`config.mk`:
```
export PLATFORM = sky130hd
export DESIGN_NAME = meter_config_io_ram
export DESIGN_NICKNAME = d
export VERILOG_FILES = /design/src/design/meter_config_io_ram.v /design/src/design/pin_route_mux.v
export VERILOG_INCLUDE_DIRS = /design/src /design/src/design
export SDC_FILE = /design/constraint.sdc
export NUM_CORES = 1
export LEC_CHECK = 0
export ABC_AREA = 1
export BUFFER_PORTS_ARGS = -buffer_cell sky130_fd_sc_hd__buf_2
export CORE_MARGIN = 8
export CORE_UTILIZATION = 45
export CTS_BUF_LIST = sky130_fd_sc_hd__clkbuf_4 sky130_fd_sc_hd__clkbuf_8 sky130_fd_sc_hd__clkbuf_16
export DETAILED_ROUTE_END_ITERATION = 6
export PLACE_DENSITY_LB_ADDON = 0.25
export SETUP_SLACK_MARGIN = 0.2
export SLEW_MARGIN = 40
export SYNTH_ARGS = -nofsm -noshare
export SYNTH_HDL_FRONTEND = slang
export SYNTH_SLANG_ARGS = --single-unit
export TNS_END_PERCENT = 10
```
`constraint.sdc`:
```
create_clock -name clk -period 4.5 [get_ports clk]
set_clock_uncertainty 0.15 [all_clocks]
set_input_delay 0.9 -clock clk [delete_from_list [all_inputs] [get_ports clk]]
set_output_delay 0.9 -clock clk [all_outputs]
set_load 0.005 [all_outputs]
```
`src/design/meter_config_regs.vh`:
```
`ifndef METER_CONFIG_REGS_VH
`define METER_CONFIG_REGS_VH
// ----------------------------------------
// Register byte addresses
// ----------------------------------------
`define ADDR_ENGINE_RUN 16'h2000
`define ADDR_CHOP 16'h2002
`define ADDR_COMP 16'h2003
`define ADDR_CONFIG0 16'h2004
`define ADDR_CONFIG1 16'h2005
`define ADDR_ROUTE_A 16'h2009
`define ADDR_ROUTE_B 16'h200a
`define ADDR_ROUTE_C 16'h200b
`define ADDR_ROUTE_D 16'h200c
`define ADDR_ROUTE_E 16'h200d
`define ADDR_LCDX 16'h2020
`define ADDR_CODE_BASE 16'h20a8
// ----------------------------------------
// Field positions
// ----------------------------------------
`define POS_ENGINE_RUN 4
`define POS_CHOP 4
`define POS_COMP 0
`define POS_TEST_CLOCK 4
`define POS_CONVERTER 3
`define POS_ROUTE_LO 0
`define POS_ROUTE_HI 4
`define POS_BATTERY 6
`define POS_CODE_BASE 0
// ----------------------------------------
// Reset and wake values
// ----------------------------------------
`define RST_CODE_BASE 5'h1f
`define WAKE_CODE_BASE 5'h1f
`define CODE_BASE_SCALE 16'h0400
// ----------------------------------------
// Routing and chop codes
// ----------------------------------------
`define ROUTE_NONE 3'h0
`define ROUTE_TIMER_ZERO 3'h2
`define ROUTE_TIMER_ONE 3'h3
`define ROUTE_HIGH_RISE 3'h4
`define ROUTE_LOW_RISE 3'h5
`define ROUTE_HIGH_FALL 3'h6
`define ROUTE_LOW_FALL 3'h7
`define CHOP_AUTO 2'h0
`define CHOP_POS 2'h1
`define CHOP_REV 2'h2
`define CHOP_TOGGLE 2'h3
`define CKSEL_SEGMENT 2'h0
`define CKSEL_FILTER 2'h1
`endif

```
`src/design/meter_config_io_ram.v`:
```
`timescale 1ns/1ps
// Contract
// Write-only bits read back as zero
// Distinct reset and wake values applied; code loads identical reset and wake values
// Converter enable powers converter and reference
// Battery measure loads battery, alternate cycles
// Engine start address is 1024 times base
// Software sets base before enabling engine
// Chop select decode: toggle, positive, reversed
// Chop polarity updates on frame sync rise
// Auto mode skips toggle at interval end
// Test clock select drives test pin
// Comparator status reads live output
// Route fields connect pins to resources
// Shared resources OR their routed pins
// Codes 000 none, 001 reserved, 010 timer0
// Codes 011 to 111 timer1 and interrupts
// Unused bits hold nothing, read zero
// Writes take effect the following cycle
module meter_config_io_ram (
	input wire clk,
	input wire rst,
	input wire wake,
	input wire [15:0] addr,
	input wire wr_en,
	input wire rd_en,
	input wire [7:0] wr_data,
	output reg [7:0] rd_data,
	input wire mux_frame_sync,
	input wire accumulation_interval,
	input wire alternate_mux_cycle,
	input wire comparator_out,
	input wire filter_clock,
	input wire lcd_segment_nineteen,
	input wire pushbutton_input,
	input wire optical_receive,
	input wire [6:0] dio_pins,
	output wire converter_power,
	output wire battery_load,
	output wire battery_to_converter,
	output wire engine_run,
	output wire [15:0] engine_start_addr,
	output wire chop_polarity,
	output wire test_clock_pin,
	output reg timer_zero_input,
	output reg timer_one_input,
	output reg high_priority_irq,
	output reg low_priority_irq
);
`include "meter_config_regs.vh"
	// ----------------------------------------
	// Configuration storage
	// ----------------------------------------
	reg engine_run_ff;
	reg [1:0] chop_sel_ff;
	reg [1:0] test_clock_select_ff;
	reg converter_ff;
	reg battery_load_measure_ff;
	reg [4:0] engine_code_base_ff;
	reg [26:0] route_ff;
	reg chop_pol_ff;
	// ----------------------------------------
	// Input synchronisers
	// ----------------------------------------
	reg [11:0] sync1_ff;
	reg [11:0] sync2_ff;
	reg frame_prev_ff;
	wire [11:0] raw_in;
	assign raw_in = {comparator_out, mux_frame_sync, accumulation_interval, dio_pins, optical_receive,
		pushbutton_input};
	always @(posedge clk or posedge rst) begin
		if (rst) begin
			sync1_ff <= 12'h000;
			sync2_ff <= 12'h000;
			frame_prev_ff <= 1'b0;
		end else begin
			sync1_ff <= raw_in;
			sync2_ff <= sync1_ff;
			frame_prev_ff <= sync2_ff[10];
		end
	end
	wire comp_s;
	wire frame_s;
	wire accum_s;
	wire [8:0] pins_s;
	wire frame_rise;
	assign comp_s = sync2_ff[11];
	assign frame_s = sync2_ff[10];
	assign accum_s = sync2_ff[9];
	assign pins_s = sync2_ff[8:0];
	assign frame_rise = frame_s & ~frame_prev_ff;
	// ----------------------------------------
	// Write decode
	// ----------------------------------------
	// Wake outranks a write; the status location has no write decode at all
	wire wr_take;
	wire hit_engine_run;
	wire hit_chop;
	wire hit_config0;
	wire hit_config1;
	wire hit_route_a;
	wire hit_route_b;
	wire hit_route_c;
	wire hit_route_d;
	wire hit_route_e;
	wire hit_lcdx;
	wire hit_code_base;
	assign wr_take = wr_en & ~wake;
	assign hit_engine_run = wr_take & (addr == `ADDR_ENGINE_RUN);
	assign hit_chop = wr_take & (addr == `ADDR_CHOP);
	assign hit_config0 = wr_take & (addr == `ADDR_CONFIG0);
	assign hit_config1 = wr_take & (addr == `ADDR_CONFIG1);
	assign hit_route_a = wr_take & (addr == `ADDR_ROUTE_A);
	assign hit_route_b = wr_take & (addr == `ADDR_ROUTE_B);
	assign hit_route_c = wr_take & (addr == `ADDR_ROUTE_C);
	assign hit_route_d = wr_take & (addr == `ADDR_ROUTE_D);
	assign hit_route_e = wr_take & (addr == `ADDR_ROUTE_E);
	assign hit_lcdx = wr_take & (addr == `ADDR_LCDX);
	assign hit_code_base = wr_take & (addr == `ADDR_CODE_BASE);
	// ----------------------------------------
	// Register writes
	// ----------------------------------------
	always @(posedge clk or posedge rst) begin
		if (rst) begin
			engine_run_ff <= 1'b0;
		end else if (wake) begin
			engine_run_ff <= 1'b0;
		end else if (hit_engine_run) begin
			engine_run_ff <= wr_data[`POS_ENGINE_RUN];
		end
	end
	always @(posedge clk or posedge rst) begin
		if (rst) begin
			chop_sel_ff <= 2'h0;
		end else if (wake) begin
			chop_sel_ff <= 2'h0;
		end else if (hit_chop) begin
			chop_sel_ff <= wr_data[`POS_CHOP +: 2];
		end
	end
	always @(posedge clk or posedge rst) begin
		if (rst) begin
			test_clock_select_ff <= 2'h0;
		end else if (wake) begin
			test_clock_select_ff <= 2'h0;
		end else if (hit_config0) begin
			test_clock_select_ff <= wr_data[`POS_TEST_CLOCK +: 2];
		end
	end
	always @(posedge clk or posedge rst) begin
		if (rst) begin
			converter_ff <= 1'b0;
		end else if (wake) begin
			converter_ff <= 1'b0;
		end else if (hit_config1) begin
			converter_ff <= wr_data[`POS_CONVERTER];
		end
	end
	always @(posedge clk or posedge rst) begin
		if (rst) begin
			engine_code_base_ff <= `RST_CODE_BASE;
		end else if (wake) begin
			engine_code_base_ff <= `WAKE_CODE_BASE;
		end else if (hit_code_base) begin
			engine_code_base_ff <= wr_data[`POS_CODE_BASE +: 5];
		end
	end
	// Battery measure has no wake value and keeps its state
	always @(posedge clk or posedge rst) begin
		if (rst) begin
			battery_load_measure_ff <= 1'b0;
		end else if (hit_lcdx) begin
			battery_load_measure_ff <= wr_data[`POS_BATTERY];
		end
	end
	// Route slot order: pushbutton, pin one, two, four to nine
	always @(posedge clk or posedge rst) begin
		if (rst) begin
			route_ff <= 27'h000_0000;
		end else if (wake) begin
			route_ff <= 27'h000_0000;
		end else begin
			if (hit_route_a) begin
				route_ff[2:0] <= wr_data[`POS_ROUTE_LO +: 3];
				route_ff[5:3] <= wr_data[`POS_ROUTE_HI +: 3];
			end
			if (hit_route_b) begin
				route_ff[8:6] <= wr_data[`POS_ROUTE_LO +: 3];
			end
			if (hit_route_c) begin
				route_ff[11:9] <= wr_data[`POS_ROUTE_LO +: 3];
				route_ff[14:12] <= wr_data[`POS_ROUTE_HI +: 3];
			end
			if (hit_route_d) begin
				route_ff[17:15] <= wr_data[`POS_ROUTE_LO +: 3];
				route_ff[20:18] <= wr_data[`POS_ROUTE_HI +: 3];
			end
			if (hit_route_e) begin
				route_ff[23:21] <= wr_data[`POS_ROUTE_LO +: 3];
				route_ff[26:24] <= wr_data[`POS_ROUTE_HI +: 3];
			end
		end
	end
	// ----------------------------------------
	// Register reads
	// ----------------------------------------
	// Only listed fields drive bits; all others read as zero
	reg [7:0] nxt_rd_data;
	always @* begin
		nxt_rd_data = 8'h00;
		case (addr)
			`ADDR_ENGINE_RUN: nxt_rd_data[`POS_ENGINE_RUN] = engine_run_ff;
			`ADDR_CHOP: nxt_rd_data[`POS_CHOP +: 2] = chop_sel_ff;
			`ADDR_COMP: nxt_rd_data[`POS_COMP] = comp_s;
			`ADDR_CONFIG0: nxt_rd_data[`POS_TEST_CLOCK +: 2] = test_clock_select_ff;
			`ADDR_CONFIG1: nxt_rd_data[`POS_CONVERTER] = converter_ff;
			`ADDR_ROUTE_A: begin
				nxt_rd_data[`POS_ROUTE_LO +: 3] = route_ff[2:0];
				nxt_rd_data[`POS_ROUTE_HI +: 3] = route_ff[5:3];
			end
			`ADDR_ROUTE_B: nxt_rd_data[`POS_ROUTE_LO +: 3] = route_ff[8:6];
			`ADDR_ROUTE_C: begin
				nxt_rd_data[`POS_ROUTE_LO +: 3] = route_ff[11:9];
				nxt_rd_data[`POS_ROUTE_HI +: 3] = route_ff[14:12];
			end
			`ADDR_ROUTE_D: begin
				nxt_rd_data[`POS_ROUTE_LO +: 3] = route_ff[17:15];
				nxt_rd_data[`POS_ROUTE_HI +: 3] = route_ff[20:18];
			end
			`ADDR_ROUTE_E: begin
				nxt_rd_data[`POS_ROUTE_LO +: 3] = route_ff[23:21];
				nxt_rd_data[`POS_ROUTE_HI +: 3] = route_ff[26:24];
			end
			`ADDR_LCDX: nxt_rd_data[`POS_BATTERY] = battery_load_measure_ff;
			`ADDR_CODE_BASE: nxt_rd_data[`POS_CODE_BASE +: 5] = engine_code_base_ff;
			default: nxt_rd_data = 8'h00;
		endcase
	end
	always @(posedge clk or posedge rst) begin
		if (rst) begin
			rd_data <= 8'h00;
		end else if (rd_en) begin
			rd_data <= nxt_rd_data;
		end
	end
	// ----------------------------------------
	// Bandgap chop polarity
	// ----------------------------------------
	reg nxt_chop_pol;
	always @* begin
		nxt_chop_pol = chop_pol_ff;
		if (frame_rise) begin
			case (chop_sel_ff)
				`CHOP_AUTO: nxt_chop_pol = accum_s ? chop_pol_ff : ~chop_pol_ff;
				`CHOP_POS: nxt_chop_pol = 1'b0;
				`CHOP_REV: nxt_chop_pol = 1'b1;
				`CHOP_TOGGLE: nxt_chop_pol = ~chop_pol_ff;
				default: nxt_chop_pol = chop_pol_ff;
			endcase
		end
	end
	always @(posedge clk or posedge rst) begin
		if (rst) begin
			chop_pol_ff <= 1'b0;
		end else begin
			chop_pol_ff <= nxt_chop_pol;
		end
	end
	assign chop_polarity = chop_pol_ff;
	// ----------------------------------------
	// Analog and engine controls
	// ----------------------------------------
	assign converter_power = converter_ff;
	assign battery_load = battery_load_measure_ff;
	assign battery_to_converter = battery_load_measure_ff & alternate_mux_cycle;
	// Engine run left to software ordering against the code base
	assign engine_run = engine_run_ff;
	// Largest base times the scale still fits in sixteen bits
	assign engine_start_addr = {11'h000, engine_code_base_ff} * `CODE_BASE_SCALE;
	// Production test codes fall back to a quiet low pin
	assign test_clock_pin = (test_clock_select_ff == `CKSEL_SEGMENT) ? lcd_segment_nineteen :
		(test_clock_select_ff == `CKSEL_FILTER) ? filter_clock : 1'b0;
	// ----------------------------------------
	// Pin routing
	// ----------------------------------------
	wire timer_zero_w;
	wire timer_one_w;
	wire hr_w;
	wire lr_w;
	wire hf_w;
	wire lf_w;
	pin_route_mux u_route (
		.route_codes(route_ff),
		.pin_levels(pins_s),
		.timer_zero_input(timer_zero_w),
		.timer_one_input(timer_one_w),
		.high_rise(hr_w),
		.low_rise(lr_w),
		.high_fall(hf_w),
		.low_fall(lf_w)
	);
	// ----------------------------------------
	// Interrupt edge detection
	// ----------------------------------------
	// Edge-sensitive routes become one-cycle interrupt pulses
	// Previous levels reset low, the idle level of an unrouted resource,
	// so no false falling edge follows reset
	reg hr_prev_ff;
	reg lr_prev_ff;
	reg hf_prev_ff;
	reg lf_prev_ff;
	always @(posedge clk or posedge rst) begin
		if (rst) begin
			hr_prev_ff <= 1'b0;
			lr_prev_ff <= 1'b0;
			hf_prev_ff <= 1'b0;
			lf_prev_ff <= 1'b0;
		end else begin
			hr_prev_ff <= hr_w;
			lr_prev_ff <= lr_w;
			hf_prev_ff <= hf_w;
			lf_prev_ff <= lf_w;
		end
	end
	wire high_rise_pulse;
	wire low_rise_pulse;
	wire high_fall_pulse;
	wire low_fall_pulse;
	assign high_rise_pulse = hr_w & ~hr_prev_ff;
	assign low_rise_pulse = lr_w & ~lr_prev_ff;
	assign high_fall_pulse = ~hf_w & hf_prev_ff;
	assign low_fall_pulse = ~lf_w & lf_prev_ff;
	// ----------------------------------------
	// Registered resource outputs
	// ----------------------------------------
	// Pins ORed onto one resource share a single edge detector
	always @(posedge clk or posedge rst) begin
		if (rst) begin
			timer_zero_input <= 1'b0;
			timer_one_input <= 1'b0;
			high_priority_irq <= 1'b0;
			low_priority_irq <= 1'b0;
		end else begin
			timer_zero_input <= timer_zero_w;
			timer_one_input <= timer_one_w;
			high_priority_irq <= high_rise_pulse | high_fall_pulse;
			low_priority_irq <= low_rise_pulse | low_fall_pulse;
		end
	end
endmodule // meter_config_io_ram

```
`src/design/pin_route_mux.v`:
```
`timescale 1ns/1ps
// ----------------------------------------
// Routes nine input pins onto shared resources
// ----------------------------------------
module pin_route_mux (
	input wire [26:0] route_codes,
	input wire [8:0] pin_levels,
	output reg timer_zero_input,
	output reg timer_one_input,
	output reg high_rise,
	output reg low_rise,
	output reg high_fall,
	output reg low_fall
);
`include "meter_config_regs.vh"
	integer i;
	reg [2:0] code;
	always @* begin
		code = 3'h0;
		timer_zero_input = 1'b0;
		timer_one_input = 1'b0;
		high_rise = 1'b0;
		low_rise = 1'b0;
		high_fall = 1'b0;
		low_fall = 1'b0;
		// Reserved code and none both contribute nothing
		for (i = 0; i < 9; i = i + 1) begin
			code = route_codes[i*3 +: 3];
			case (code)
				`ROUTE_TIMER_ZERO: timer_zero_input = timer_zero_input | pin_levels[i];
				`ROUTE_TIMER_ONE: timer_one_input = timer_one_input | pin_levels[i];
				`ROUTE_HIGH_RISE: high_rise = high_rise | pin_levels[i];
				`ROUTE_LOW_RISE: low_rise = low_rise | pin_levels[i];
				`ROUTE_HIGH_FALL: high_fall = high_fall | pin_levels[i];
				`ROUTE_LOW_FALL: low_fall = low_fall | pin_levels[i];
				default: code = code;
			endcase
		end
	end
endmodule // pin_route_mux

```
### Word level (Yosys, flattened, before mapping)

Index checks and enable logic that the tools add are counted.

* bits in registers: 80
* input port bits: 44
* output and inout bits: 34
* word-level logic and storage cells: 263

* equal/unequal tests: 71
* muxes and demuxes: 80
* bitwise gates (word level): 75
* reductions and logical operators: 13

Operators with widths (count)
* $eq A16 B14 Y1 const B: 12
* $eq A3 B3 Y1 const B: 36
* $mux W1: 61
* $eq A3 B2 Y1 const B: 18
* $or A1 B1 Y1: 50
* $mux W27: 1
* $mux W6: 4
* $reduce_bool A2 Y1: 10
* $and A1 B1 Y1: 18
* $pmux W2 S6: 1
* $mux W5: 2
* $mux W2: 4
* $pmux W1 S8: 1
* $not A1 Y1: 7
* $pmux W1 S7: 1
* $pmux W1 S6: 1
* $pmux W1 S5: 1
* $eq A2 B1 Y1 const B: 2
* $eq A2 B2 Y1 const B: 2
* $logic_not A2 Y1: 2
* $pmux W1 S4: 1
* $mux W3: 1
* $ne A2 B2 Y1 const B: 1
* $pmux W1 S2: 1
* $reduce_and A2 Y1: 1

### Logic depth before layout (Yosys ltp)

* depth in word-level cells: 21
* depth in mapped cells: 12
* depth with buffers taken out: 11

### By module

From an unflattened synthesis, not the netlist that was laid out.

* cells, all modules: 542
* area, all modules: 4315.4 µm²

By module, submodules not included
* meter_config_io_ram: times used 1, cells an instance 373, area each 3611.0 µm², seq. area each 2008.2 µm²
* pin_route_mux: times used 1, cells an instance 169, area each 704.4 µm², seq. area each 0.0 µm²

### Least setup slack after synthesis

No wires, ideal clock.

* kind: input to output
* start point: input lcd_segment_nineteen
* end point: output test_clock_pin
* arrival: 1.085 ns
* data required time: 3.450 ns
* setup slack: 2.365 ns
* cell stages on the path: 2
* buffers on the path: 0
* cells stage by stage: o21ai_0 nor2_1

* longest elaborated chain between the ends: 1

RTL lines
* start, declared: RTL line meter_config_io_ram.v:34 `input wire lcd_segment_nineteen,`
* $mux W1: RTL line meter_config_io_ram.v:281 `` assign test_clock_pin = (test_clock_select_ff == `CKSEL_SEGMENT) ? lcd_segment_nineteen : ``
* end, declared: RTL line meter_config_io_ram.v:44 `output wire test_clock_pin,`

No other way between the ends.

### Worst setup path in the final report

Ends and elaborated chain as after synthesis.

==> flow_metrics.tcl <==
set metrics [dict create \
    cts_setup_buffers 0 \
    fmax_mhz 426 \
    postRouteAntennaNets 0 \
    tightestPinTransition_ns 0.524 \
    htreeDepth 3 \
    critPathRequiredTime_ns 3.45 \
    status "finished clean" \
    wl_per_cell_um 15.6 \
    rsz0062_at_grt "false" \
    place_area_um2 4480 \
    hold_depth 0 \
    slew_headroom_pct 65.0 \
    syn_area_per_cell_um2 8.03 \
    r2r_cells 5 \
    fin_area_um2 4700 \
    die_h_um 111 \
    hpwl_um 8330 \
    hold_violations 0 \
    vias 3586 \
    setup_viol_count_final 0 \
    dr.first_iter.drc_count 191 \
    synth_top_cell_by_area "dfrtp_1" \
    cts_buffers 9 \
    viasPerCell 5.14 \
    cts_hold_buffers 0 \
    numPortBuffers 64 \
    final_cell_mix "nand2_1, dfrtp_1, buf_2" \
    track_usage_pct 18.0 \
    path_clk_slew_ns 0.08 \
    start_kind "input pin" \
    post_route_cells_drive_above_1_share_pct 20.8 \
    timing.hold.ws_ns 0.202 \
    synth_area_leaders "dfrtp_1, nand2_1, nand3_1, o21ai_1, inv_1" \
    tritoncts "done" \
    grt_max_degree 59 \
    core_um2 9020 \
    antenna_found_initial 0 \
    drt-total-wl_um 10900 \
    finalCritPeriodShare_pct 52.2 \
    row_count 35 \
    path_max_fanout 1 \
    clk_latency_ns 0.37 \
    arrival_ns 1.30 \
    power_leakage_nw 2.31 \
    grt_pass1_wl_um 17900 \
    cts_resized 0 \
    grt_pass1_vias 3505 \
    antennaDiodeCount 0 \
    cp-end-kind "output port" \
    period_minus_slack_ns 2.35 \
    gp_congestion 0.916 \
    drc 0 \
    cts_buffer_depth 2 \
    syn_inst 511 \
    utilization_pct 52.1 \
    synth_area_um2 4100 \
    criticalPathCategory "input pin to output port" \
    die_area_um2 12400 \
    synth.top_cell.area_share_pct 45.7 \
    num_io_pins 78 \
    slew_viol_final 0 \
    die_w_um 111 \
    final_common_cell "nand2_1" \
    numClockSinks 80 \
    filler_cell_count 852 \
    initial_core_util_pct 45.5 \
    yosysSeqAreaShare_pct 48.9 \
    dp_cells 680 \
    grt.overflow.total 0 \
    drv_cap 0 \
    setup_tns_ns 0 \
    p_per_area_nw_per_um2 338 \
    final_nets 627 \
    final_cells 697 \
    ys_warn_count 0 \
    drt_first_pass_iters 5 \
    ys_ff_latch 80 \
    area_growth_pct 14.6 \
    ys_types 33 \
    ir_drop_uv 147 \
    cts-root-buf "clkbuf_8" \
    hold_path.class "flip-flop to flip-flop" \
]
-- through the flow --
stage	setup slack (ns)	power, mW
after floorplan	1.41	0.951
after global placement	1.69	1.03
after detailed placement	1.69	1.04
after CTS	2.06	1.60
after global routing	2.10	1.67
final	2.15	1.59
-- path summary, 6_finish.rpt --
path / startpoint / end / slack (ns)
worst max-delay path: lcd_segment_nineteen / test_clock_pin / 2.15
worst min-delay path: sync1_ff[8] / sync2_ff[8] / 0.20
worst max register to register: route_ff[15] / timer_zero_input / 2.94
worst min register to register: sync1_ff[8] / sync2_ff[8] / 0.20
max in group asynchronous: rst / route_ff[10] / 3.08
min in group asynchronous: rst / test_clock_select_ff[0] / 0.42
-- per-layer routing --
layer / vias to the layer above / GRT usage [%] / routed length (µm)
li1: 1782 / - / -
met5: - / 0 / 0
met4: 0 / 6.49 / 209
met1: 1664 / 22.7 / 4910
met3: 16 / 5.43 / 778
met2: 124 / 28.4 / 4970
-- power by group --
group	switching, mW	internal, mW
sequential	0.0438	0.776
clock	0.274	0.294
combinational	0.130	0.0695
-- cell families after synthesis --
kind of cell	count (synthesis)	share of synthesized area [%]
adders and majority gates	2	0.610
AOI/OAI and AO/OA	80	11.3
muxes	1	0.366
and+or+nand+nor	258	28.7
buffers and inverters	89	9.91
other	1	0.0914
DFF	80	48.9
-- critical path, cell delays in order --
cell     delay, ns
buf_2         0.09
o21ai_0       0.13
nor2_1        0.05
buf_2         0.12
-- synthesized netlist by cell type --
library cell / number
nand2_1: 112
dfrtp_1: 75
inv_1: 59
nand3_1: 49
nor2_1: 49
o21ai_1: 47
nor3_1: 16
buf_4: 13
inv_2: 10
nand4_1: 10
a21oi_1: 7
nor2_4: 7
o21ai_0: 6
a31oi_1: 5
dfstp_2: 5
nand2_2: 5
o22ai_1: 5
nor2_2: 4
o31ai_1: 4
buf_6: 3
nor4_1: 3
o21ai_4: 3
clkinv_1: 2
ha_1: 2
nand2_4: 2
a21oi_2: 1
buf_2: 1
clkbuf_1: 1
conb_1: 1
mux2_4: 1
nand3_2: 1
o211ai_1: 1
o21bai_1: 1
-- cell type report --
| type | instances | area, µm² | share of cell area [%] |
|---|---|---|---|
| flip-flops and latches | 80 | 2010 | 42.7 |
| clock inverters | 4 | 51.3 | 1.09 |
| inverters | 71 | 272 | 5.78 |
| multi-input cells | 353 | 1730 | 36.8 |
| well taps | 111 | 139 | 2.95 |
| repair buffers | 66 | 343 | 7.29 |
| clock buffers | 12 | 159 | 3.38 |
-- sequential cells by signal (all words and copies together) (netlist names), 2 cells and up --
name and flops:
chop_sel_ff 2, route_ff 27, rd_data 7, sync2_ff 12, sync1_ff 12, engine_code_base_ff 5, test_clock_select_ff 2
Note: power is estimated with default switching activity, not from simulation.
